## src/sfp_pkg.sv

```systemverilog
// Constants for the serial flash SPI front end
package sfp_pkg;
  // ****************************************************************
  // Array geometry
  // ****************************************************************
  localparam int PAGE_COUNT = 1024;
  localparam int PAGE_IDX_W = 10;
  localparam int BYTE_OFF_W = 9;
  localparam int PAGE_BYTES_STD = 256;
  localparam int PAGE_BYTES_EXT = 264;
  localparam int SEC_BYTES = 128;
  localparam int SEC_OFF_W = 7;
  localparam int ADDR_BYTES = 3;
  localparam int OPCODE_W = 8;

  // ****************************************************************
  // Address field positions in the 24-bit address word
  // ****************************************************************
  localparam int STD_PAGE_LSB = 8;
  localparam int STD_BYTE_MSB = 7;
  localparam int EXT_PAGE_LSB = 9;
  localparam int EXT_BYTE_MSB = 8;

  // ****************************************************************
  // Opcodes handled inside the front end
  // ****************************************************************
  localparam logic [7:0] OP_ARRAY_READ = 8'h0B;
  localparam logic [7:0] OP_BUF_READ = 8'hD1;
  localparam logic [7:0] OP_BUF_WRITE = 8'h84;
  localparam logic [7:0] OP_PROGRAM = 8'h02;
  localparam logic [7:0] OP_SEC_READ = 8'h77;

  // ****************************************************************
  // Reset values
  // ****************************************************************
  localparam logic [7:0] BYTE_RST = 8'h00;
  localparam logic [23:0] ADDR_RST = 24'h000000;

  typedef enum {
    SFP_IDLE,
    SFP_OPCODE,
    SFP_ADDR,
    SFP_DATA
  } sfp_phase_e;
endpackage : sfp_pkg

```

## src/sfp_spi_port.sv

```systemverilog
// SPI slave front end of a page-erase serial flash with one page buffer
`timescale 1ns/1ps
module sfp_spi_port
  import sfp_pkg::*;
#(
  parameter int BUF_BYTES = PAGE_BYTES_EXT,
  // Arbitrary preload value, stands for the unique identifier
  parameter logic [SEC_BYTES*8-1:0] SEC_INIT = {SEC_BYTES{8'h5A}}
) (
  input wire logic clk,
  input wire logic reset_n,
  input wire logic csN,
  input wire logic sck,
  input wire logic si,
  output logic so,
  output logic soOeN,
  input wire logic pageSize264,
  input wire logic coreBusy,
  output logic [OPCODE_W-1:0] opcode,
  output logic opValid,
  output logic opEnd,
  output logic [PAGE_IDX_W-1:0] pageIndex,
  output logic [BYTE_OFF_W-1:0] byteOffset,
  output logic memRdReq,
  input wire logic [7:0] memRdData,
  output logic progStrobe,
  output logic [7:0] progData,
  output logic [PAGE_IDX_W-1:0] progPage,
  output logic [BYTE_OFF_W-1:0] progOffset,
  output logic standby
);

  // ****************************************************************
  // Edge detection
  // ****************************************************************
  logic sckPrev;
  logic csPrev;
  logic sckRise;
  logic sckFall;
  logic csFall;
  logic csRise;

  always_ff @(posedge clk) begin
    if (!reset_n) begin
      sckPrev <= 1'b0;
      csPrev <= 1'b1;
    end else begin
      sckPrev <= sck;
      csPrev <= csN;
    end
  end

  // Idle level of the clock never matters, only its edges inside a frame
  assign sckRise = !csN && !csPrev && sck && !sckPrev;
  assign sckFall = !csN && !csPrev && !sck && sckPrev;
  assign csFall = csPrev && !csN;
  assign csRise = !csPrev && csN;

  // ****************************************************************
  // Bit and byte framing
  // ****************************************************************
  sfp_phase_e phase;
  logic [2:0] bitCnt;
  logic [6:0] shiftIn;
  logic [1:0] addrCnt;
  logic [15:0] addrHi;
  logic [7:0] rxByte;
  logic [23:0] addrWord;
  logic byteDone;
  logic isArrayRd;
  logic isBufRd;
  logic isSecRd;
  logic isRead;
  logic [BYTE_OFF_W-1:0] lastOff;

  assign rxByte = {shiftIn, si};
  assign byteDone = sckRise && (bitCnt == 3'h7);
  assign addrWord = {addrHi, rxByte};
  assign isArrayRd = (opcode == OP_ARRAY_READ);
  assign isBufRd = (opcode == OP_BUF_READ);
  assign isSecRd = (opcode == OP_SEC_READ);
  assign isRead = isArrayRd || isBufRd || isSecRd;
  assign lastOff = pageSize264 ? BYTE_OFF_W'(PAGE_BYTES_EXT - 1) :
                   BYTE_OFF_W'(PAGE_BYTES_STD - 1);

  always_ff @(posedge clk) begin
    if (!reset_n) begin
      bitCnt <= 3'h0;
      shiftIn <= 7'h00;
    end else if (csFall) begin
      bitCnt <= 3'h0;
    end else if (sckRise) begin
      bitCnt <= bitCnt + 3'h1;
      shiftIn <= rxByte[6:0];
    end
  end

  always_ff @(posedge clk) begin
    if (!reset_n) begin
      phase <= SFP_IDLE;
    end else if (csRise) begin
      phase <= SFP_IDLE;
    end else if (csFall) begin
      phase <= SFP_OPCODE;
    end else if (byteDone) begin
      case (phase)
        SFP_OPCODE: phase <= SFP_ADDR;
        SFP_ADDR: begin
          if (addrCnt == 2'(ADDR_BYTES - 1)) begin
            phase <= SFP_DATA;
          end
        end
        SFP_DATA: phase <= SFP_DATA;
        default: phase <= SFP_IDLE;
      endcase
    end
  end

  always_ff @(posedge clk) begin
    if (!reset_n) begin
      opcode <= BYTE_RST;
      addrCnt <= 2'h0;
      addrHi <= 16'h0000;
    end else if (csFall) begin
      addrCnt <= 2'h0;
    end else if (byteDone && phase == SFP_OPCODE) begin
      opcode <= rxByte;
    end else if (byteDone && phase == SFP_ADDR) begin
      addrCnt <= addrCnt + 2'h1;
      addrHi <= addrWord[15:0];
    end
  end

  // ****************************************************************
  // Address decode and sequential advance
  // ****************************************************************
  logic addrDone;
  logic advance;

  assign addrDone = byteDone && phase == SFP_ADDR && addrCnt == 2'(ADDR_BYTES - 1);
  assign advance = byteDone && phase == SFP_DATA;

  always_ff @(posedge clk) begin
    if (!reset_n) begin
      pageIndex <= '0;
      byteOffset <= '0;
    end else if (addrDone) begin
      if (pageSize264) begin
        pageIndex <= addrWord[EXT_PAGE_LSB +: PAGE_IDX_W];
        byteOffset <= addrWord[EXT_BYTE_MSB:0];
      end else begin
        pageIndex <= addrWord[STD_PAGE_LSB +: PAGE_IDX_W];
        byteOffset <= {1'b0, addrWord[STD_BYTE_MSB:0]};
      end
    end else if (advance) begin
      if (byteOffset >= lastOff) begin
        byteOffset <= '0;
        // Array read rolls into the next page and wraps at the end
        if (isArrayRd) begin
          pageIndex <= pageIndex + PAGE_IDX_W'(1);
        end
      end else begin
        byteOffset <= byteOffset + BYTE_OFF_W'(1);
      end
    end
  end

  // Fetch strobe registered with the offset, high in the first cycle of the new offset
  logic fetch;
  logic rdPend;

  always_ff @(posedge clk) begin
    if (!reset_n) begin
      fetch <= 1'b0;
      opValid <= 1'b0;
    end else begin
      fetch <= (addrDone || advance) && isRead;
      opValid <= addrDone;
    end
  end

  assign memRdReq = fetch && isArrayRd;

  always_ff @(posedge clk) begin
    if (!reset_n) begin
      rdPend <= 1'b0;
    end else begin
      rdPend <= memRdReq;
    end
  end

  // ****************************************************************
  // Page buffer and security area
  // ****************************************************************
  logic [7:0] bufMem [BUF_BYTES];
  logic bufWrite;
  logic [7:0] secByte;

  assign bufWrite = advance && opcode == OP_BUF_WRITE && byteOffset < BUF_BYTES;

  always_ff @(posedge clk) begin
    if (bufWrite) begin
      bufMem[byteOffset] <= rxByte;
    end
  end

  assign secByte = SEC_INIT[{byteOffset[SEC_OFF_W-1:0], 3'h0} +: 8];

  // ****************************************************************
  // Direct program stream to the core
  // ****************************************************************
  always_ff @(posedge clk) begin
    if (!reset_n) begin
      progStrobe <= 1'b0;
      progData <= BYTE_RST;
      progPage <= '0;
      progOffset <= '0;
    end else begin
      progStrobe <= advance && opcode == OP_PROGRAM;
      if (advance && opcode == OP_PROGRAM) begin
        progData <= rxByte;
        progPage <= pageIndex;
        progOffset <= byteOffset;
      end
    end
  end

  // ****************************************************************
  // Output shifter
  // ****************************************************************
  logic [7:0] txByte;
  logic [7:0] txShift;
  logic loadPend;

  always_ff @(posedge clk) begin
    if (!reset_n) begin
      txByte <= BYTE_RST;
    end else if (rdPend) begin
      txByte <= memRdData;
    end else if (fetch && isBufRd) begin
      txByte <= (byteOffset < BUF_BYTES) ? bufMem[byteOffset] : BYTE_RST;
    end else if (fetch && isSecRd) begin
      txByte <= secByte;
    end
  end

  always_ff @(posedge clk) begin
    if (!reset_n) begin
      so <= 1'b0;
      txShift <= BYTE_RST;
      loadPend <= 1'b0;
    end else if (csFall) begin
      loadPend <= 1'b0;
    end else begin
      if (addrDone || advance) begin
        loadPend <= 1'b1;
      end else if (sckFall) begin
        loadPend <= 1'b0;
      end
      if (sckFall) begin
        if (loadPend) begin
          so <= txByte[7];
          txShift <= {txByte[6:0], 1'b0};
        end else begin
          so <= txShift[7];
          txShift <= {txShift[6:0], 1'b0};
        end
      end
    end
  end

  // Driven only inside a frame, in the data phase of a read
  assign soOeN = !(!csN && phase == SFP_DATA && isRead);

  // ****************************************************************
  // Operation end and standby
  // ****************************************************************
  always_ff @(posedge clk) begin
    if (!reset_n) begin
      opEnd <= 1'b0;
    end else begin
      opEnd <= csRise;
    end
  end

  // Busy core holds the device active after deselect
  assign standby = csN && !coreBusy;

endmodule : sfp_spi_port

```

## config.mk

```make
export PLATFORM = sky130hd
export DESIGN_NAME = sfp_spi_port
export DESIGN_NICKNAME = d
export VERILOG_FILES = /design/src/sfp_pkg.sv /design/src/sfp_spi_port.sv
export SDC_FILE = /design/constraint.sdc
export NUM_CORES = 2
export LEC_CHECK = 0
export ABC_AREA = 1
export BUFFER_PORTS_ARGS = -buffer_cell sky130_fd_sc_hd__buf_2
export CORE_MARGIN = 10
export CORE_UTILIZATION = 50
export DETAILED_ROUTE_END_ITERATION = 10
export PLACE_DENSITY = 0.65
export SETUP_SLACK_MARGIN = 0.5
export SLEW_MARGIN = 20
export SYNTH_ARGS = -nofsm -noshare
export SYNTH_HDL_FRONTEND = slang
export SYNTH_SLANG_ARGS = --single-unit
export TNS_END_PERCENT = 5
```

## constraint.sdc

```tcl
create_clock -name clk -period 5.1 [get_ports clk]
set_input_delay 0.765 -clock clk [delete_from_list [all_inputs] [get_ports clk]]
set_output_delay 0.765 -clock clk [all_outputs]
set_load 0.02 [all_outputs]
```

# Word-level counts from Yosys, hierarchy flattened
# Memories as Yosys holds them, arrays and structs flattened. A register that Yosys moved wholly into a read port is not among the register bits.
# Cells that the tools add are included.
dict set report word_totals {
  ff_bits 134
  ramBits 2112
  in_bits 15
  mem_count 1
}
dict set report op_classes {
  n_addsub 4
  n_lt_le_gt_ge 2
  n_eq_ne 15
  n_shift 1
  n_mux 26
  n_bitwise 3
  n_reduce_logical 48
}
# name words width rd rd_clocked_by_memory_dff wr line_no
set memory_table {}
lappend memory_table {bufMem 264 8 1 1 1 sfp_spi_port.sv:195} ;# logic [7:0] bufMem [BUF_BYTES];
# operator n
set ops {}
lappend ops {{$shiftx 1024x11->8 const A} 1}
lappend ops {{$eq 32x2->1 const B} 3}
lappend ops {{$pmux 32 s3} 1}
lappend ops {{$eq 32x3->1 const B} 2}
lappend ops {{$mux 9} 7}
lappend ops {{$mux 10} 5}
lappend ops {{$mux 8} 5}
lappend ops {{$eq 32x1->1 const B} 1}
lappend ops {{$mux 32} 1}
lappend ops {{$logic_and 1x1->1} 22}
lappend ops {{$eq 8x8->1 const B} 2}
lappend ops {{$reduce_and 2->1} 6}
lappend ops {{$add 10x1->10 const B} 1}
lappend ops {{$reduce_bool 2->1} 5}
lappend ops {{$add 9x1->9 const B} 1}
lappend ops {{$ge 9x9->1} 1}
lappend ops {{$lt 9x9->1 const B} 1}
lappend ops {{$eq 8x2->1 const B} 1}
lappend ops {{$eq 8x4->1 const B} 1}
lappend ops {{$eq 8x7->1 const B} 1}
lappend ops {{$mux 1} 7}
lappend ops {{$logic_not 1->1} 6}
lappend ops {{$reduce_and 3->1} 2}
lappend ops {{$reduce_or 2->1} 2}
lappend ops {{10 further kinds} 14}

# Logic depth before layout (Yosys ltp)
dict set report depth {
  ltp_word 10
  ltp_mapped 16
}

# Least setup slack after synthesis
# Ideal clock, no wire load.
dict set report synth_path {
  path_kind {register -> register}
  startpoint {reg shiftIn[0]}
  endpoint {reg (tool-made name)}
  setup_time_ns 0.071
  t_arrival_ns 4.422
  required_ns 5.029
  setup_slack_ns 0.607
  stages_incl_launch_ff 5
  n_path_buf 0
  period_less_slack_ns 4.493
  cell_sequence {dfxtp_1 inv_1 o22ai_1 a31oi_1 nor2_1}
}
# item line_no
set synth_lines {}
lappend synth_lines {{start, declared} sfp_spi_port.sv:64} ;# logic [6:0] shiftIn;
lappend synth_lines {{start signal, assigned} sfp_spi_port.sv:94} ;# shiftIn <= rxByte[6:0];

# Final worst setup path
dict set report layout_path {
  startpoint {reg csPrev}
  endpoint {mem bufMem[110][2], enable pin}
}
dict set report layout_via {
  elab_chain_cells 10
}
# item line_no
set layout_rtl {}
lappend layout_rtl {{start, declared} sfp_spi_port.sv:37} ;# logic csPrev;
lappend layout_rtl {{start signal, assigned} sfp_spi_port.sv:49} ;# csPrev <= csN;
lappend layout_rtl {{$logic_not 1->1} sfp_spi_port.sv:54} ;# assign sckRise = !csN && !csPrev && sck && !sckPrev;
lappend layout_rtl {{$logic_and 1x1->1 (3 in series)} sfp_spi_port.sv:54}
lappend layout_rtl {{$logic_and 1x1->1} sfp_spi_port.sv:77} ;# assign byteDone = sckRise && (bitCnt == 3'h7);
lappend layout_rtl {{$logic_and 1x1->1} sfp_spi_port.sv:141} ;# assign advance = byteDone && phase == SFP_DATA;
lappend layout_rtl {{$logic_and 1x1->1 (2 in series)} sfp_spi_port.sv:199} ;# assign bufWrite = advance && opcode == OP_BUF_WRITE && byteOffset < BUF_BYTES;
lappend layout_rtl {{$mux 1} sfp_spi_port.sv:202} ;# if (bufWrite) begin
lappend layout_rtl {{$mux 1 (not written as such)} sfp_spi_port.sv:203} ;# bufMem[byteOffset] <= rxByte;
lappend layout_rtl {{end, declared} sfp_spi_port.sv:195}
# Every way passes these cells.

==> flow_results.org <==
** Outcome
- The run finished with clean final reports.

** STA
- Skew final :: 0.02748 ns
- Pins over their slew limit :: 0
- Summed over all failing endpoints, the final setup total negative slack is 0 ns.
- Static timing analysis puts the maximum clock frequency at approximately 230 MHz.
- The worst pin sits at a relative slew slack of about 16%.
- After layout, the worst setup slack is 0.6718 ns.
- The final-report hold violation count was 0.
- For the pin with the worst max-slew slack, the measured transition is 1.247 ns.
- Setup repair after global routing could not meet its margin everywhere.
- Minimum period implied by the final worst setup slack :: 4.428 ns
- Setup violations remaining at the end of the flow were counted as 0.
- Portion of the clock cycle consumed by the worst path in the final layout :: 86.83%

** GRT
- Met3 global-route usage :: about 4.6%
- Leftover overflow at the end of global routing :: 0
- Global-route total usage across every layer :: 24.32%
- In the global route stage, met2 resource usage came out at 38.66%.
- The initial antenna violation count is 6.
- The first global-routing pass estimated 364,300 um of wire.
- Largest net degree at the start of global routing :: 197
- Global routing used 33.15% of the available met1 tracks.
- The layer flagged by global routing as most heavily used is met2.
- The via count of the first global-routing pass is 57,303.

** Yosys
- In the synthesized netlist the async set-or-reset flop fraction comes to 0%.
- Synthesis inferred 2,224 register bits.
- Syn_nets :: 7,794
- Count of mapped cells out of synthesis :: between 7,000 and 8,000
- Synth unique cells :: 35
- Post-synth EDFFs :: about 2,100
- The share of the Yosys chip area taken by registers is 73.17%.
- The cell area that synthesis handed to floorplanning was roughly 90,000 um2.
- Dominant register cell in the synthesized netlist :: edfxtp_1
- Mean instance size in the synthesized netlist :: 11.56 um2
- During synthesis, Yosys emitted a total of 0 warnings.

** Setup path
- Critical Path Sink Type :: flop
- STA classifies the critical path startpoint as a flop.
- WS Path Type :: flop to flop
- STA puts the critical path data required time at about 5.6 ns.
- Largest fanout of any net on the critical path :: 18
- Data arrives at the worst endpoint at 4.89 ns.

** Routing
- Overall via count from detail_route :: 59,878
- The final layout contains routed wiring with a total length of 246,900 um.
- Post-route antenna net violation count :: 0
- First-iteration detailed-routing DRC count :: 7,740
- Using the TritonRoute via totals, the vias-per-cell ratio works out to 5.859.
- First-pass iteration count of the detailed router :: 6
- Number of remaining DRC errors :: 0
- After detailed routing, the average wire length per cell comes to between 20 and 25 um.

** Floorplanning
- The die is around 440 um wide.
- The total area inside the core boundary comes to 178,400 um2.
- Top Ports :: 76
- The initialized floorplan defines 155 standard-cell rows.
- Effective utilization at floorplan :: 50.30%
- From bottom edge to top edge, the die measures 443.7 um.
- Die area :: 196,800 um2

** Clocking
- Maximum count of clock buffers along a single path :: 3
- Clk sinks :: 2,224
- TritonCTS clock tree :: done
- CTS buffer count :: 218
- Max H-tree Level :: 4
- For this design, the CTS-stage hold fixing added 0 buffers.
- Clock slew at reported path FFs :: 0.07 ns
- CTS placed an instance of clkbuf_16 at the clock tree root.
- At the later pin of the worst-skew pair, clock insertion delay measures 0.84 ns.

** Worst hold path
- HP Class :: input pin to flop

** Flow run
- Number of maximum-capacitance constraint violations :: 0

** Layout
- From synthesis to final layout, the design area changed by 11.30%.
- Fraction of final layout cells sized beyond drive strength 1 :: between 7 and 8%
- The finished cells cover 99,890 um2.
- Nets@finish :: 7,707

** Placement
- After legalization and detailed placement, the total HPWL measured 142,200 um.
- Area after DPL :: 92,790 um2
- Final Wtd Congestion :: 0.9705
- Post-placement worst setup slack :: 0.2225 ns
- Port buffering added 75 buffers.

** Power and ir drop
- Power spread over the standard cell area amounts to 360.9 nW/um2.
- For this design the static power due to leakage is 35.54 nW.
- IR analysis of the VDD net gives a maximum drop of roughly 0.45 mV.
## registers in the layout (all words and copies together) (netlist names), 2 cells and up, named ones only
signal	count
bitCnt	3
progPage	10
shiftIn	7
progData	8
addrCnt	2
byteOffset	9
phase	2
txByte	8
bufMem	2112
pageIndex	10
addrHi	11
opcode	8
txShift	7
progOffset	9
## routing by layer
| metal | routed length, um | vias to the layer above |
|---|---|---|
| met5 | 117 | - |
| met2 | 114500 | 2930 |
| li1 | - | 27395 |
| met4 | 9905 | 2 |
| met3 | 22600 | 513 |
| met1 | 99820 | 29038 |
## synthesized netlist by cell type (all sizes together) (2+ instances only)
cell | number | share of area (%)
dfxtp | 112 | 2.5
ha | 14 | 0.20
a31oi | 17 | 0.12
buf | 92 | 0.41
nor4 | 6 | 0.059
a21oi | 59 | 0.33
edfxtp | 2112 | 71
nor3 | 17 | 0.11
clkbuf | 434 | 1.8
a211oi | 27 | 0.23
a22oi | 2 | 0.017
nand4 | 7 | 0.049
nand3 | 2054 | 11
inv | 90 | 0.38
nand2 | 2211 | 9.2
o211ai | 4 | 0.033
o21ai | 94 | 0.52
o22ai | 19 | 0.13
clkinv | 2 | 0.0084
nor2 | 375 | 1.6
xor2 | 10 | 0.098
## metrics by stage
stage | hold WS, ns | util (%) | total power, mW | std cells
floorplan | 0.4391 | - | 20.37 | 7765
finish | 0.1315 | 55.98 | 36.05 | 10219
CTS | 0.08787 | 55.97 | 36.20 | 10213
global placement | 0.4541 | 52.00 | 20.53 | 9812
detailed placement | 0.4589 | 52.01 | 20.53 | 9812
global route | 0.1282 | 55.98 | 36.96 | 10214
## cells by family after synthesis
logic type	after synthesis	share of synthesized area, %
fa+ha+maj	14	0.1952
compound gates	225	1.408
flops	2224	73.17
xor+xnor	11	0.1073
simple gates	4673	22.52
buf+inv	618	2.606
## final timing paths
check / from / end / slack, ns / depth (start not counted)
hold reg to reg: addrHi[8]$_SDFFE_PN0P_ / addrHi[8]$_SDFFE_PN0P_ / 0.47 / 2
setup reg to reg: csPrev$_SDFF_PN1_ / bufMem[110][2]$_DFFE_PP_ / 0.67 / 14
setup / recovery: csPrev$_SDFF_PN1_ / bufMem[110][2]$_DFFE_PP_ / 0.67 / 14
hold / removal: sck / sckPrev$_SDFF_PN0_ / 0.13 / 3
## critical path, cell delays in order (launching register included)
cell and delay (ns):
dfxtp_1 0.33, nor2_1 0.18, inv_2 0.07, nor3_4 0.10, buf_4 0.21, nand2_1 0.10
nor2_1 0.16, inv_2 0.07, nor2_2 0.15, inv_2 0.10, nor2_2 0.14, nand3_2 0.24
nor3_1 0.60, nand2_1 0.77, nor2_1 0.82
## layout make-up
type	count	area [um2]
antenna	5	12.51
sequential	2224	65710
multi-input combinational	4923	21820
clock buffer	261	5723
inverter	92	370.4
fill	14653	78530
timing repair buffer	219	1967
tap	2355	2947
clock inverter	140	1341
## layout by cell type, fill, tap and decap left out, types with 5 or more instances in the layout
master,netlist,layout
nor4_1,5,5
nand4_1,7,7
inv_2,7,7
buf_2,15,74
nand3_2,1,8
inv_1,83,80
clkbuf_16,0,223
nand2_2,0,7
clkbuf_1,434,38
o21ai_0,93,93
nand3_1,2053,2045
o22ai_1,19,19
nor3_1,16,15
dfxtp_1,112,100
ha_1,14,14
nor2_1,373,372
bufinv_16,0,21
a21oi_1,59,59
diode_2,0,5
xor2_1,10,10
a211oi_1,27,27
edfxtp_1,2112,2112
clkinv_2,0,49
buf_4,0,104
nand2_1,2211,2204
clkinv_1,2,46
dfxtp_4,0,11
a31oi_1,17,17
buf_12,0,40
clkinvlp_4,0,11
## power by group
| part | total, mW | switching [mW] | internal (mW) |
|---|---|---|---|
| Combinational | 0.260 | 0.230 | 0.0299 |
| Sequential | 19.9 | 0.0312 | 19.9 |
| Clock | 15.9 | 6.85 | 9.05 |
| Total | 36.1 | 7.12 | 28.9 |
## timing repair
| item | in CTS | in global routing |
|---|---|---|
| setup buffers | 0 | 0 |
| resized for setup | 0 | 0 |
| endpoints found under the setup margin | 0 | 19 |
No activity file was read; power rests on OpenSTA's default activity.
